===== config.mk =====
export PLATFORM = sky130hd
export DESIGN_NAME = uart_shadow_data_port
export DESIGN_NICKNAME = d
export VERILOG_FILES = /design/src/rtl/uart_shadow_pkg.sv /design/src/rtl/uart_char_fifo.sv /design/src/rtl/uart_shadow_data_port.sv
export SDC_FILE = /design/constraint.sdc
export NUM_CORES = 1
export LEC_CHECK = 0
export ABC_AREA = 0
export BUFFER_PORTS_ARGS = -buffer_cell sky130_fd_sc_hd__buf_2
export CORE_MARGIN = 2
export CORE_UTILIZATION = 60
export CTS_BUF_LIST = sky130_fd_sc_hd__clkbuf_8
export DETAILED_ROUTE_END_ITERATION = 7
export PLACE_DENSITY = 0.8
export REMOVE_ABC_BUFFERS = 1
export SLEW_MARGIN = 30
export SYNTH_ARGS = -nofsm -noshare
export SYNTH_HDL_FRONTEND = slang
export SYNTH_SLANG_ARGS = --single-unit

===== constraint.sdc =====
create_clock -name CLOCK -period 4.75 [get_ports CLOCK]
set_input_delay 0 -clock CLOCK [delete_from_list [all_inputs] [get_ports CLOCK]]
set_output_delay 0 -clock CLOCK [all_outputs]
set_load 0.02 [all_outputs]

===== src/rtl/uart_shadow_pkg.sv =====
// Constants shared by the UART shadow data port
package uart_shadow_pkg;

   // ****************************************
   // Widths and depths
   // ****************************************
   localparam int CHAR_WIDTH = 8;
   localparam int FIFO_DEPTH = 16;
   localparam int IRQ_WIDTH = 4;

   // ****************************************
   // Register map, byte addresses
   // ****************************************
   localparam logic [31:0] SHADOW12_OFFSET = 32'h5000_1060;
   localparam int SHADOW12_INDEX = 12;
   localparam logic [31:0] SHADOW_STRIDE = 32'h0000_0004;
   localparam logic [31:0] SHADOW_SPAN = 32'h0000_0040;
   localparam logic [31:0] SHADOW_BASE =
      SHADOW12_OFFSET - SHADOW_STRIDE * 32'(SHADOW12_INDEX);
   localparam logic [31:0] CTRL_OFFSET = 32'h5000_1100;
   localparam logic [31:0] LINE_STATUS_OFFSET = 32'h5000_1104;
   localparam logic [31:0] IRQ_STATUS_OFFSET = 32'h5000_1108;
   localparam logic [31:0] IRQ_MASK_OFFSET = 32'h5000_110C;

   // ****************************************
   // Field positions
   // ****************************************
   localparam int CTRL_FIFO_EN_BIT = 0;
   localparam int CTRL_IR_MODE_BIT = 1;
   localparam int LS_DATA_READY_BIT = 0;
   localparam int LS_OVERRUN_BIT = 1;
   localparam int LS_HOLD_EMPTY_BIT = 5;
   localparam int IRQ_RX_CHAR_BIT = 0;
   localparam int IRQ_OVERRUN_BIT = 1;
   localparam int IRQ_TX_DROP_BIT = 2;
   localparam int IRQ_HOLD_EMPTY_BIT = 3;

   // ****************************************
   // Reset values
   // ****************************************
   localparam logic [7:0] DATA_RESET = 8'h00;
   localparam logic FIFO_EN_RESET = 1'b0;
   localparam logic IR_MODE_RESET = 1'b0;
   localparam logic [3:0] IRQ_MASK_RESET = 4'h0;

endpackage


===== src/rtl/uart_char_fifo.sv =====
// Character FIFO in flip-flops, used for both receive and transmit
`timescale 1ns/1ps
module uart_char_fifo #(
   parameter int WIDTH = 8,
   parameter int DEPTH = 16
) (
   // Clock and reset
   input wire logic clock,
   input wire logic rst,
   // Requests
   input wire logic clear,
   input wire logic push,
   input wire logic pop,
   input wire logic [WIDTH-1:0] din,
   // State
   output logic [WIDTH-1:0] head,
   output logic [$clog2(DEPTH+1)-1:0] count,
   output logic full,
   output logic empty
);
   localparam int PW = (DEPTH > 1) ? $clog2(DEPTH) : 1;
   localparam int CW = $clog2(DEPTH + 1);

   logic [WIDTH-1:0] store [DEPTH];
   logic [PW-1:0] rd_ptr;
   logic [PW-1:0] wr_ptr;
   logic do_pop;
   logic do_push;

   function automatic logic [PW-1:0] next_ptr(input logic [PW-1:0] p);
      next_ptr = (p == PW'(DEPTH - 1)) ? '0 : p + PW'(1);
   endfunction

   assign empty = (count == '0);
   assign full = (count == CW'(DEPTH));
   assign head = store[rd_ptr];
   assign do_pop = pop && !empty;
   // A full FIFO still takes a push when the same edge pops
   assign do_push = push && (!full || do_pop);

   always_ff @(posedge clock) begin
      if (rst || clear) begin
         rd_ptr <= '0;
         wr_ptr <= '0;
         count <= '0;
      end else begin
         if (do_pop) begin
            rd_ptr <= next_ptr(rd_ptr);
         end
         if (do_push) begin
            wr_ptr <= next_ptr(wr_ptr);
         end
         count <= count + CW'(do_push) - CW'(do_pop);
      end
   end

   // Data storage needs no reset
   always_ff @(posedge clock) begin
      if (do_push) begin
         store[wr_ptr] <= din;
      end
   end

endmodule


===== src/rtl/uart_shadow_data_port.sv =====
// UART shadow receive/transmit data port with Avalon-MM register slave
//
// Operation
// - A shadow read returns in its low byte the character from the serial or infrared input.
// - Sixteen word locations all alias the receive buffer and transmit holding register.
// - With FIFOs off a new character overwrites an unread one and raises overrun.
// - With FIFOs on a shadow read returns the oldest character of the receive FIFO.
// - A character arriving at a full receive FIFO with no shadow read popping on that edge is dropped, the FIFO kept, overrun raised.
// - A shadow write supplies the byte sent on the serial or the infrared output.
// - With FIFOs off a write while holding-empty is set clears that flag.
// - With FIFOs off a further write before holding-empty returns replaces the byte.
// - With FIFOs on the transmit FIFO takes its configured depth, 16 by default.
// - A write into a full transmit FIFO with no load on the same edge is lost and the queue is untouched.
`timescale 1ns/1ps
module uart_shadow_data_port #(
   parameter int FIFO_DEPTH = uart_shadow_pkg::FIFO_DEPTH
) (
   // Clock and reset
   input wire logic CLOCK,
   input wire logic RST,
   // Avalon-MM slave
   input wire logic [31:0] ADDRESS,
   input wire logic READ,
   input wire logic WRITE,
   input wire logic [31:0] WRITEDATA,
   input wire logic [3:0] BYTEENABLE,
   output logic [31:0] READDATA,
   output logic WAITREQUEST,
   // Received characters
   input wire logic UART_RX_VALID,
   input wire logic [uart_shadow_pkg::CHAR_WIDTH-1:0] UART_RX_DATA,
   input wire logic IR_RX_VALID,
   input wire logic [uart_shadow_pkg::CHAR_WIDTH-1:0] IR_RX_DATA,
   // Characters to send
   input wire logic TX_TAKE,
   output logic TX_UART_VALID,
   output logic TX_IR_VALID,
   output logic [uart_shadow_pkg::CHAR_WIDTH-1:0] TX_DATA,
   // Interrupt
   output logic IRQ
);
   localparam int CW = $clog2(FIFO_DEPTH + 1);
   localparam int DW = uart_shadow_pkg::CHAR_WIDTH;
   localparam int IW = uart_shadow_pkg::IRQ_WIDTH;

   // ****************************************
   // Declarations
   // ****************************************
   logic req;
   logic fire;
   logic hit_shadow;
   logic rd_ok;
   logic fifo_en;
   logic ir_mode;
   logic fifo_clear;
   logic [31:0] rd_value;
   logic [7:0] line_status;
   logic rx_in_valid;
   logic [DW-1:0] rx_in_data;
   logic [DW-1:0] rx_hold;
   logic rx_hold_valid;
   logic [DW-1:0] rx_head;
   logic [CW-1:0] rx_count;
   logic rx_full;
   logic rx_empty;
   logic rx_pop;
   logic data_ready;
   logic overrun_event;
   logic overrun;
   logic tx_wr;
   logic [DW-1:0] tx_hold;
   logic tx_hold_valid;
   logic [DW-1:0] tx_head;
   logic [CW-1:0] tx_count;
   logic tx_full;
   logic tx_empty;
   logic src_avail;
   logic [DW-1:0] src_data;
   logic tx_load;
   logic tx_drop;
   logic hold_empty;
   logic hold_empty_q;
   logic [IW-1:0] events;
   logic [IW-1:0] w1c;
   logic [IW-1:0] irq_status;
   logic [IW-1:0] irq_mask;

   function automatic logic is_shadow(input logic [31:0] a);
      is_shadow = ((a - uart_shadow_pkg::SHADOW_BASE) < uart_shadow_pkg::SHADOW_SPAN)
         && (a[1:0] == 2'b00);
   endfunction

   // Write to one of our own registers, low byte lane only
   function automatic logic wr_hit(input logic [31:0] off);
      wr_hit = fire && WRITE && BYTEENABLE[0] && (ADDRESS == off);
   endfunction

   // ****************************************
   // Avalon-MM slave
   // ****************************************
   assign req = READ || WRITE;
   assign fire = req && !WAITREQUEST;
   assign hit_shadow = is_shadow(ADDRESS);

   // One wait state: the answer is registered so no output is combinational
   always_ff @(posedge CLOCK) begin
      if (RST) begin
         WAITREQUEST <= 1'b1;
      end else begin
         WAITREQUEST <= !(req && WAITREQUEST);
      end
   end

   always_comb begin
      rd_value = '0;
      if (hit_shadow) begin
         rd_value[DW-1:0] = fifo_en ? rx_head : rx_hold;
      end else if (ADDRESS == uart_shadow_pkg::CTRL_OFFSET) begin
         rd_value[uart_shadow_pkg::CTRL_FIFO_EN_BIT] = fifo_en;
         rd_value[uart_shadow_pkg::CTRL_IR_MODE_BIT] = ir_mode;
      end else if (ADDRESS == uart_shadow_pkg::LINE_STATUS_OFFSET) begin
         rd_value[7:0] = line_status;
      end else if (ADDRESS == uart_shadow_pkg::IRQ_STATUS_OFFSET) begin
         rd_value[IW-1:0] = irq_status;
      end else if (ADDRESS == uart_shadow_pkg::IRQ_MASK_OFFSET) begin
         rd_value[IW-1:0] = irq_mask;
      end
   end

   // Data-ready is caught with the data so a FIFO pop never discards an unseen byte; a holding byte overwriting an unread one on the capture edge is popped unread
   always_ff @(posedge CLOCK) begin
      if (RST) begin
         READDATA <= '0;
         rd_ok <= 1'b0;
      end else if (READ && WAITREQUEST) begin
         READDATA <= rd_value;
         rd_ok <= data_ready;
      end
   end

   // ****************************************
   // Control register
   // ****************************************
   assign fifo_clear = wr_hit(uart_shadow_pkg::CTRL_OFFSET)
      && (WRITEDATA[uart_shadow_pkg::CTRL_FIFO_EN_BIT] != fifo_en);

   always_ff @(posedge CLOCK) begin
      if (RST) begin
         fifo_en <= uart_shadow_pkg::FIFO_EN_RESET;
         ir_mode <= uart_shadow_pkg::IR_MODE_RESET;
      end else if (wr_hit(uart_shadow_pkg::CTRL_OFFSET)) begin
         fifo_en <= WRITEDATA[uart_shadow_pkg::CTRL_FIFO_EN_BIT];
         ir_mode <= WRITEDATA[uart_shadow_pkg::CTRL_IR_MODE_BIT];
      end
   end

   // ****************************************
   // Receive path
   // ****************************************
   assign rx_in_valid = ir_mode ? IR_RX_VALID : UART_RX_VALID;
   assign rx_in_data = ir_mode ? IR_RX_DATA : UART_RX_DATA;
   assign data_ready = fifo_en ? !rx_empty : rx_hold_valid;
   assign rx_pop = fire && READ && hit_shadow && rd_ok;
   assign overrun_event = rx_in_valid && !rx_pop
      && (fifo_en ? rx_full : rx_hold_valid);

   // Single holding byte when FIFOs are off; newest character always wins
   always_ff @(posedge CLOCK) begin
      if (RST) begin
         rx_hold <= uart_shadow_pkg::DATA_RESET;
         rx_hold_valid <= 1'b0;
      end else if (!fifo_en) begin
         if (rx_in_valid) begin
            rx_hold <= rx_in_data;
            rx_hold_valid <= 1'b1;
         end else if (rx_pop) begin
            rx_hold_valid <= 1'b0;
         end
      end else begin
         rx_hold_valid <= 1'b0;
      end
   end

   // Full FIFO refuses the push itself unless it pops on the same edge, which keeps the stored characters
   uart_char_fifo #(
      .WIDTH(DW),
      .DEPTH(FIFO_DEPTH)
   ) rx_fifo (
      .clock(CLOCK),
      .rst(RST),
      .clear(fifo_clear),
      .push(fifo_en && rx_in_valid),
      .pop(fifo_en && rx_pop),
      .din(rx_in_data),
      .head(rx_head),
      .count(rx_count),
      .full(rx_full),
      .empty(rx_empty)
   );

   // Overrun stays until line status is read; a new overrun beats the clear
   always_ff @(posedge CLOCK) begin
      if (RST) begin
         overrun <= 1'b0;
      end else if (overrun_event) begin
         overrun <= 1'b1;
      end else if (fire && READ && ADDRESS == uart_shadow_pkg::LINE_STATUS_OFFSET) begin
         overrun <= 1'b0;
      end
   end

   always_comb begin
      line_status = '0;
      line_status[uart_shadow_pkg::LS_DATA_READY_BIT] = data_ready;
      line_status[uart_shadow_pkg::LS_OVERRUN_BIT] = overrun;
      line_status[uart_shadow_pkg::LS_HOLD_EMPTY_BIT] = hold_empty;
   end

   // ****************************************
   // Transmit path
   // ****************************************
   assign tx_wr = fire && WRITE && hit_shadow && BYTEENABLE[0];
   assign src_avail = fifo_en ? !tx_empty : tx_hold_valid;
   assign src_data = fifo_en ? tx_head : tx_hold;
   assign tx_load = src_avail && (!(TX_UART_VALID || TX_IR_VALID) || TX_TAKE);
   assign tx_drop = tx_wr && fifo_en && tx_full && !tx_load;
   assign hold_empty = fifo_en ? tx_empty : !tx_hold_valid;

   // A write on the same edge as a load refills the byte just taken
   always_ff @(posedge CLOCK) begin
      if (RST) begin
         tx_hold <= uart_shadow_pkg::DATA_RESET;
         tx_hold_valid <= 1'b0;
      end else if (!fifo_en) begin
         if (tx_wr) begin
            tx_hold <= WRITEDATA[DW-1:0];
            tx_hold_valid <= 1'b1;
         end else if (tx_load) begin
            tx_hold_valid <= 1'b0;
         end
      end else begin
         tx_hold_valid <= 1'b0;
      end
   end

   uart_char_fifo #(
      .WIDTH(DW),
      .DEPTH(FIFO_DEPTH)
   ) tx_fifo (
      .clock(CLOCK),
      .rst(RST),
      .clear(fifo_clear),
      .push(fifo_en && tx_wr),
      .pop(fifo_en && tx_load),
      .din(WRITEDATA[DW-1:0]),
      .head(tx_head),
      .count(tx_count),
      .full(tx_full),
      .empty(tx_empty)
   );

   // Output stage towards the serialiser; the route follows the mode at load
   always_ff @(posedge CLOCK) begin
      if (RST) begin
         TX_DATA <= uart_shadow_pkg::DATA_RESET;
         TX_UART_VALID <= 1'b0;
         TX_IR_VALID <= 1'b0;
      end else if (tx_load) begin
         TX_DATA <= src_data;
         TX_UART_VALID <= !ir_mode;
         TX_IR_VALID <= ir_mode;
      end else if (TX_TAKE) begin
         TX_UART_VALID <= 1'b0;
         TX_IR_VALID <= 1'b0;
      end
   end

   // ****************************************
   // Interrupts
   // ****************************************
   always_comb begin
      events = '0;
      events[uart_shadow_pkg::IRQ_RX_CHAR_BIT] = rx_in_valid && !overrun_event;
      events[uart_shadow_pkg::IRQ_OVERRUN_BIT] = overrun_event;
      events[uart_shadow_pkg::IRQ_TX_DROP_BIT] = tx_drop;
      events[uart_shadow_pkg::IRQ_HOLD_EMPTY_BIT] = hold_empty && !hold_empty_q;
   end

   assign w1c = wr_hit(uart_shadow_pkg::IRQ_STATUS_OFFSET) ? WRITEDATA[IW-1:0] : '0;

   // Set wins over a write-one clear in the same cycle
   always_ff @(posedge CLOCK) begin
      if (RST) begin
         irq_status <= '0;
         hold_empty_q <= 1'b1;
      end else begin
         irq_status <= (irq_status & ~w1c) | events;
         hold_empty_q <= hold_empty;
      end
   end

   always_ff @(posedge CLOCK) begin
      if (RST) begin
         irq_mask <= uart_shadow_pkg::IRQ_MASK_RESET;
      end else if (wr_hit(uart_shadow_pkg::IRQ_MASK_OFFSET)) begin
         irq_mask <= WRITEDATA[IW-1:0];
      end
   end

   // Registered output costs one cycle of interrupt latency
   always_ff @(posedge CLOCK) begin
      if (RST) begin
         IRQ <= 1'b0;
      end else begin
         IRQ <= |(irq_status & irq_mask);
      end
   end
endmodule


Word level (Yosys, flattened, before mapping):

Memories as Yosys holds them, arrays and structs flattened. A register that Yosys moved wholly into a read port is not among the register bits.
Index checks and enable logic that the tools add are counted.

* bits in registers: 77
* memory bits (writable): 256
* input port bits: 91
* output and inout bits: 44
* logic and storage cells: 149
* memories: 2

Memories
* rx_fifo.store: depth 16, bits a word 8, read ports 1, clocked after memory_dff 1, write ports 1, RTL line uart_char_fifo.sv:24 `logic [WIDTH-1:0] store [DEPTH];`
* tx_fifo.store: depth 16, bits a word 8, read ports 1, clocked after memory_dff 1, write ports 1, RTL line uart_char_fifo.sv:24

* add/subtract/negate cells: 9
* magnitude comparators: 1
* equal/unequal tests: 11
* mux-type cells: 37
* bitwise gates (word level): 5
* reduce and logical (&&, ||, !) cells: 61

Operators with widths (count)
* 32-bit by 31-bit == test with 1-bit output (second input constant): 4
* 4-bit two-way mux: 12
* 32-bit by 7-bit less-than comparator with 1-bit output (second input constant): 1
* 8-bit two-way mux: 4
* 32-bit by 31-bit subtractor with 32-bit output (second input constant): 1
* 1-bit logical AND: 31
* 1-bit two-way mux: 18
* 4-bit by 1-bit adder with 4-bit output (second input constant): 4
* 4-bit == test (second input constant): 4
* 1-bit logical NOT: 13
* 5-bit by 1-bit adder with 5-bit output: 2
* 5-bit == test (second input constant): 2
* 5-bit logical NOT: 2
* 5-bit by 1-bit subtractor with 5-bit output: 2
* 4-bit bitwise AND: 2
* 2-bit nonzero test: 4
* 1-bit logical OR: 6
* 6-bit two-way mux: 1
* 2-bit two-way mux: 2
* 4-bit inverter: 1
* 4-bit OR: 1
* 2-bit AND reduction: 2
* 4-bit OR reduction: 1
* 2-bit logical NOT: 1
* 3 further kinds: 3

Logic depth before layout (Yosys ltp):

* depth after elaboration: 11
* gate-level depth with buffers: 16
* depth with buffers taken out: 16

By module:

Synthesis repeated with hierarchy kept, for this count alone.

* cell total of the unflattened synthesis: 966
* area, all modules: 14664.1 um^2

Modules (own cells, without submodules)
* uart_char_fifo at tx_fifo: instances 1, cells an instance 310, area an instance 5863.1 um^2, seq. area each 4184.0 um^2
* uart_char_fifo at rx_fifo: instances 1, cells an instance 312, area an instance 5858.1 um^2, seq. area each 4184.0 um^2
* uart_shadow_data_port: instances 1, cells an instance 344, area an instance 2942.8 um^2, seq. area each 1021.0 um^2

Least setup slack after synthesis:

OpenSTA, ideal clock, no wires.

* kind: input -> register
* start: in ADDRESS[17]
* end: reg rx_fifo.count[4]
* setup time: 0.070 ns
* arrival: 3.274 ns
* required time: 4.680 ns
* setup slack: 1.406 ns
* stages on the path: 16
* path buffers: 0
* cell sequence: or4_4 -> or4_4 -> o311ai_4 -> a21o_1 -> a2111o_1 -> inv_1 -> ha_1 -> inv_1 -> ha_1 -> inv_1 -> fa_1 -> inv_1 -> a21oi_1 -> nor2_1 -> or3_1 -> a21oi_1

* longest elaborated chain between the ends: 11
* elaborated cells on any way between the ends: 15
* classes of those cells: 3 x add/sub; 1 x order compare; 1 x eq/ne; 10 x reduce/logical

RTL lines
* start: declaration: RTL line uart_shadow_data_port.sv:22 `input wire logic [31:0] ADDRESS,`
* 32-bit by 31-bit subtractor with 32-bit output: RTL line uart_shadow_data_port.sv:89 `is_shadow = ((a - uart_shadow_pkg::SHADOW_BASE) < uart_shadow_pkg::SHADOW_SPAN)`
* 32-bit by 7-bit less-than comparator with 1-bit output: RTL line uart_shadow_data_port.sv:89
* 1-bit logical AND: RTL line uart_shadow_data_port.sv:90 `&& (a[1:0] == 2'b00);`
* 1-bit logical AND (2 in series): RTL line uart_shadow_data_port.sv:163 `assign rx_pop = fire && READ && hit_shadow && rd_ok;`
* 1-bit logical AND: RTL line uart_shadow_data_port.sv:193 `.pop(fifo_en && rx_pop),`
* 1-bit logical AND: RTL line uart_char_fifo.sv:37 `assign do_pop = pop && !empty;`
* 1-bit logical OR: RTL line uart_char_fifo.sv:39 `assign do_push = push && (!full || do_pop);`
* 1-bit logical AND: RTL line uart_char_fifo.sv:39
* 5-bit by 1-bit adder with 5-bit output: RTL line uart_char_fifo.sv:53 `count <= count + CW'(do_push) - CW'(do_pop);`
* 5-bit by 1-bit subtractor with 5-bit output: RTL line uart_char_fifo.sv:53
* end signal: assignment: RTL line uart_char_fifo.sv:53
* end: declaration: RTL line uart_char_fifo.sv:17 `output logic [$clog2(DEPTH+1)-1:0] count,`

Several ways; a longest one is shown, not always the timed one.
A chain may end at the register's enable or synchronous reset.

Worst setup path in the final report:

* start: reg rx_fifo.count[2]
* end: reg rx_fifo.count[4]

* longest elaborated chain between the ends: 7
* elaborated cells on any way between the ends: 9
* classes of those cells: 2 x add/sub; 1 x eq/ne; 6 x reduce/logical

RTL lines
* 5-bit logical NOT: RTL line uart_char_fifo.sv:34 `assign empty = (count == '0);`
* 1-bit logical NOT: RTL line uart_char_fifo.sv:37
* 1-bit logical AND: RTL line uart_char_fifo.sv:37
* 1-bit logical OR: RTL line uart_char_fifo.sv:39
* 1-bit logical AND: RTL line uart_char_fifo.sv:39
* 5-bit by 1-bit adder with 5-bit output: RTL line uart_char_fifo.sv:53
* 5-bit by 1-bit subtractor with 5-bit output *: RTL line uart_char_fifo.sv:53

Mark *: on every way between the ends. The rest lies on a longest branch, timed or not.

==> metrics.yaml <==
status: "complete, no violations"
grt_max_degree: 49
endpoint: "rx_fifo.count[4]"
grt_usage: 0.235
critical_path.top_delay_family: "simple AND/OR/NAND/NOR gates"
synth_cells: 948
area_growth_pct: 13.2
synth_top_cells_by_area: "edfxtp_1, dfxtp_1, mux4_2, mux2i_1, nor2_1"
antenna_found_initial: 0
crit_path_max_incr_delay_ns: 0.80
synth_xor_area_frac: 0.00607
port-buffer-count: 83
syn-cell-area_um2: 14400
rsz0062_at_grt: "false"
cts_buffer_depth: 3
cts_buffers: 52
leakage_uw: 0.00550
rows: 56
post_drt_wl_per_cell_um: 20.5
critPathMaxFanout: 6
cp.depth: 15
fp.dieArea_um2: 25300
finalWorstSetupSlack_ns: 1.34
yosysTopAreaCellShare: 0.533
rr_endpoint: "rx_fifo.count[4]"
antenna_cells: 0
hp-class: "in2reg"
maxSlewHeadroom: 0.338
cp-startpoint: "rx_fifo.count[2]"
globalplace.congestion: 0.830
path_clk_slew_ns: 0.06
die-height_um: 159
hpwl_um: 19400
hold_viol: 0
tns_ns: 0
startpoint_type: "register"
worst_pin_slew_ns: 0.979
cp_common_cell: "inv_1"
via_per_inst: 5.93
report.final.slew_viol_count: 0
cp-end-kind: "register"
nNetsFinal: 1193
muxShareOfSynthArea: 0.154
grt_pass1_wl_um: 46400
dp_slack_ns: 0.973
firstDrtPassIters: 5
ff2ff_setup_slack_ns: 1.34
critPathKind: "reg2reg"
hold_slack_ns: 0.0381
synth_top_flop_cell: "edfxtp_1"
crit_slowest_cell: "nor4b_1"
critPathBufInv: 5
synth-seq-cells: 341
die_x_um: 159
setup_viol: 0
synth-adder-area-share: 0.0218
vias: 8524
drive_gt1_frac: 0.235
cts_tree: "yes"
core_area_um2: 23500
insertion_delay_ns: 0.57
crit_arrival_ns: 3.90
synthArstFlopShare: 0
avgSynthCellArea_um2: 15.2
synth-simple-area-share: 0.0833
finalCriticalPeriod_ns: 3.41
start_util: 0.613
fin_skew_ns: 0.0217
clkSinkCount: 341
synth_compound_area_frac: 0.0529
wirelength_um: 29500
finalCritPeriodShare: 0.717
htreeDepth: 2
first_iter_violations: 663
ant_nets: 0
yosysSeqAreaShare: 0.650
ys_types: 59
drcViolationCount: 0
post_cts_buffers: 0
crit_chain: "inv_1 -> ha_1 -> nor4b_1 -> a2111o_1 -> inv_1 -> ha_1 -> inv_1 -> ha_1 -> inv_1 -> fa_1 -> inv_1 -> a21oi_1 -> nor2_1 -> or3_1 -> a21oi_1"
crit_required_ns: 5.25
synth_edf_count: 256
r2r-start: "rx_fifo.count[2]"
ys_warn_count: 0
grt_pass1_vias: 8508
synth_top_family_by_area: "multiplexers"
cts_resized: 0
cts_root_buf: "clkbuf_8"
p_per_area_nw_per_um2: 351
drv_cap: 0
ff2ff_path_depth: 15
postCtsHoldBufs: 23
ir_worst_vdd_mv: 0.202
pin_count: 135
overflow: 0
fmax_ghz: 0.294
synth_top_cell_by_area: "edfxtp_1"
[registers in the layout (all words and copies together) (netlist names), 4 cells and up, named ones only]
signal and count:
rx_fifo.store 128, tx_fifo.rd_ptr 4, irq_mask 4, rx_hold 8, rx_fifo.wr_ptr 4, tx_fifo.count 5
rx_fifo.rd_ptr 4, rx_fifo.count 5, tx_fifo.store 128, tx_hold 8, tx_fifo.wr_ptr 4, READDATA 8
irq_status 4, TX_DATA 8
[routing by layer]
metal	GRT usage	vias to the layer above	wire [um]
met4	0.0645	0	556
met2	0.373	374	14000
met5	0	-	0
li1	-	3896	-
met1	0.342	4200	12800
met3	0.0425	54	2160
[tightest hold or removal path, cell delays in order]
cell,delay [ns]
buf_2,0.13
nand3_4,0.11
a2111oi_4,0.12
mux2i_1,0.13
nor2_1,0.08
[how the worst min path moves through the flow]
stage,from,end,slack [ns],cells after the start
after detailed placement,WRITE,WAITREQUEST,0.26,2
after CTS,ADDRESS[31],tx_fifo.wr_ptr[2],0.04,5
final,ADDRESS[31],tx_hold[1],0.04,5
after global routing,ADDRESS[31],tx_hold[1],0.05,5
after global placement,WRITE,WAITREQUEST,0.27,2
after floorplan,RST,IRQ,0.07,1
[logic make-up (layout without fill, tap and decap cells)]
| logic type | after synthesis | in the layout |
|---|---|---|
| AOI/OAI and AO/OA | 113 | 113 |
| xor gates and xnor gates | 10 | 10 |
| adders and majority gates | 24 | 24 |
| buffers and inverters | 95 | 243 |
| DFF | 341 | 341 |
| muxes | 130 | 130 |
| other | 1 | 24 |
| and+or+nand+nor | 234 | 234 |
[per-stage QoR]
stage          utilization  power [uW]  cell area [um^2]  cells
2_1_floorplan            -        3360             14200    904
3_3_place_gp         0.641        3440             15100   1319
3_5_place_dp         0.641        3440             15100   1319
4_1_cts              0.694        5770             16300   1437
5_1_grt              0.694        5910             16300   1438
6_report             0.694        5740             16300   1438
[cells in the mapped netlist (11+ instances only)]
cell      count
and3_1       21
o21ai_0      22
mux4_2       73
clkbuf_1     27
inv_1        27
a21oi_1      32
edfxtp_1    256
nor3_1       23
ha_1         22
dfxtp_1      85
a211oi_1     11
nor2_1       78
nand2_1      37
and2_1       12
buf_1        14
buf_4        24
mux2i_1      48
[cells in the final DEF (no fill, tap or decap), types with 24 or more instances in the layout]
cell,netlist,routed
dfxtp_1,85,81
buf_2,2,83
clkbuf_8,0,53
conb_1,1,24
a21oi_1,32,32
edfxtp_1,256,256
inv_1,27,43
nor2_1,78,78
mux2i_1,48,48
nand2_1,37,37
mux4_2,73,73
[layout make-up]
type	count	area, um^2
multi-input combinational	535	4680
clock buffer	53	729
tap	319	399
fill	1527	7190
inverter	28	105
clock inverter	42	283
timing repair buffer	120	751
sequential	341	9400
[where the power goes]
part / switching (uW) / total, uW / internal [uW]
clock: 1080 / 2340 / 1260
combinational: 120 / 180 / 60.3
sequential: 9.25 / 3220 / 3210
total: 1210 / 5740 / 4530
No activity file was read; power rests on OpenSTA's default activity.
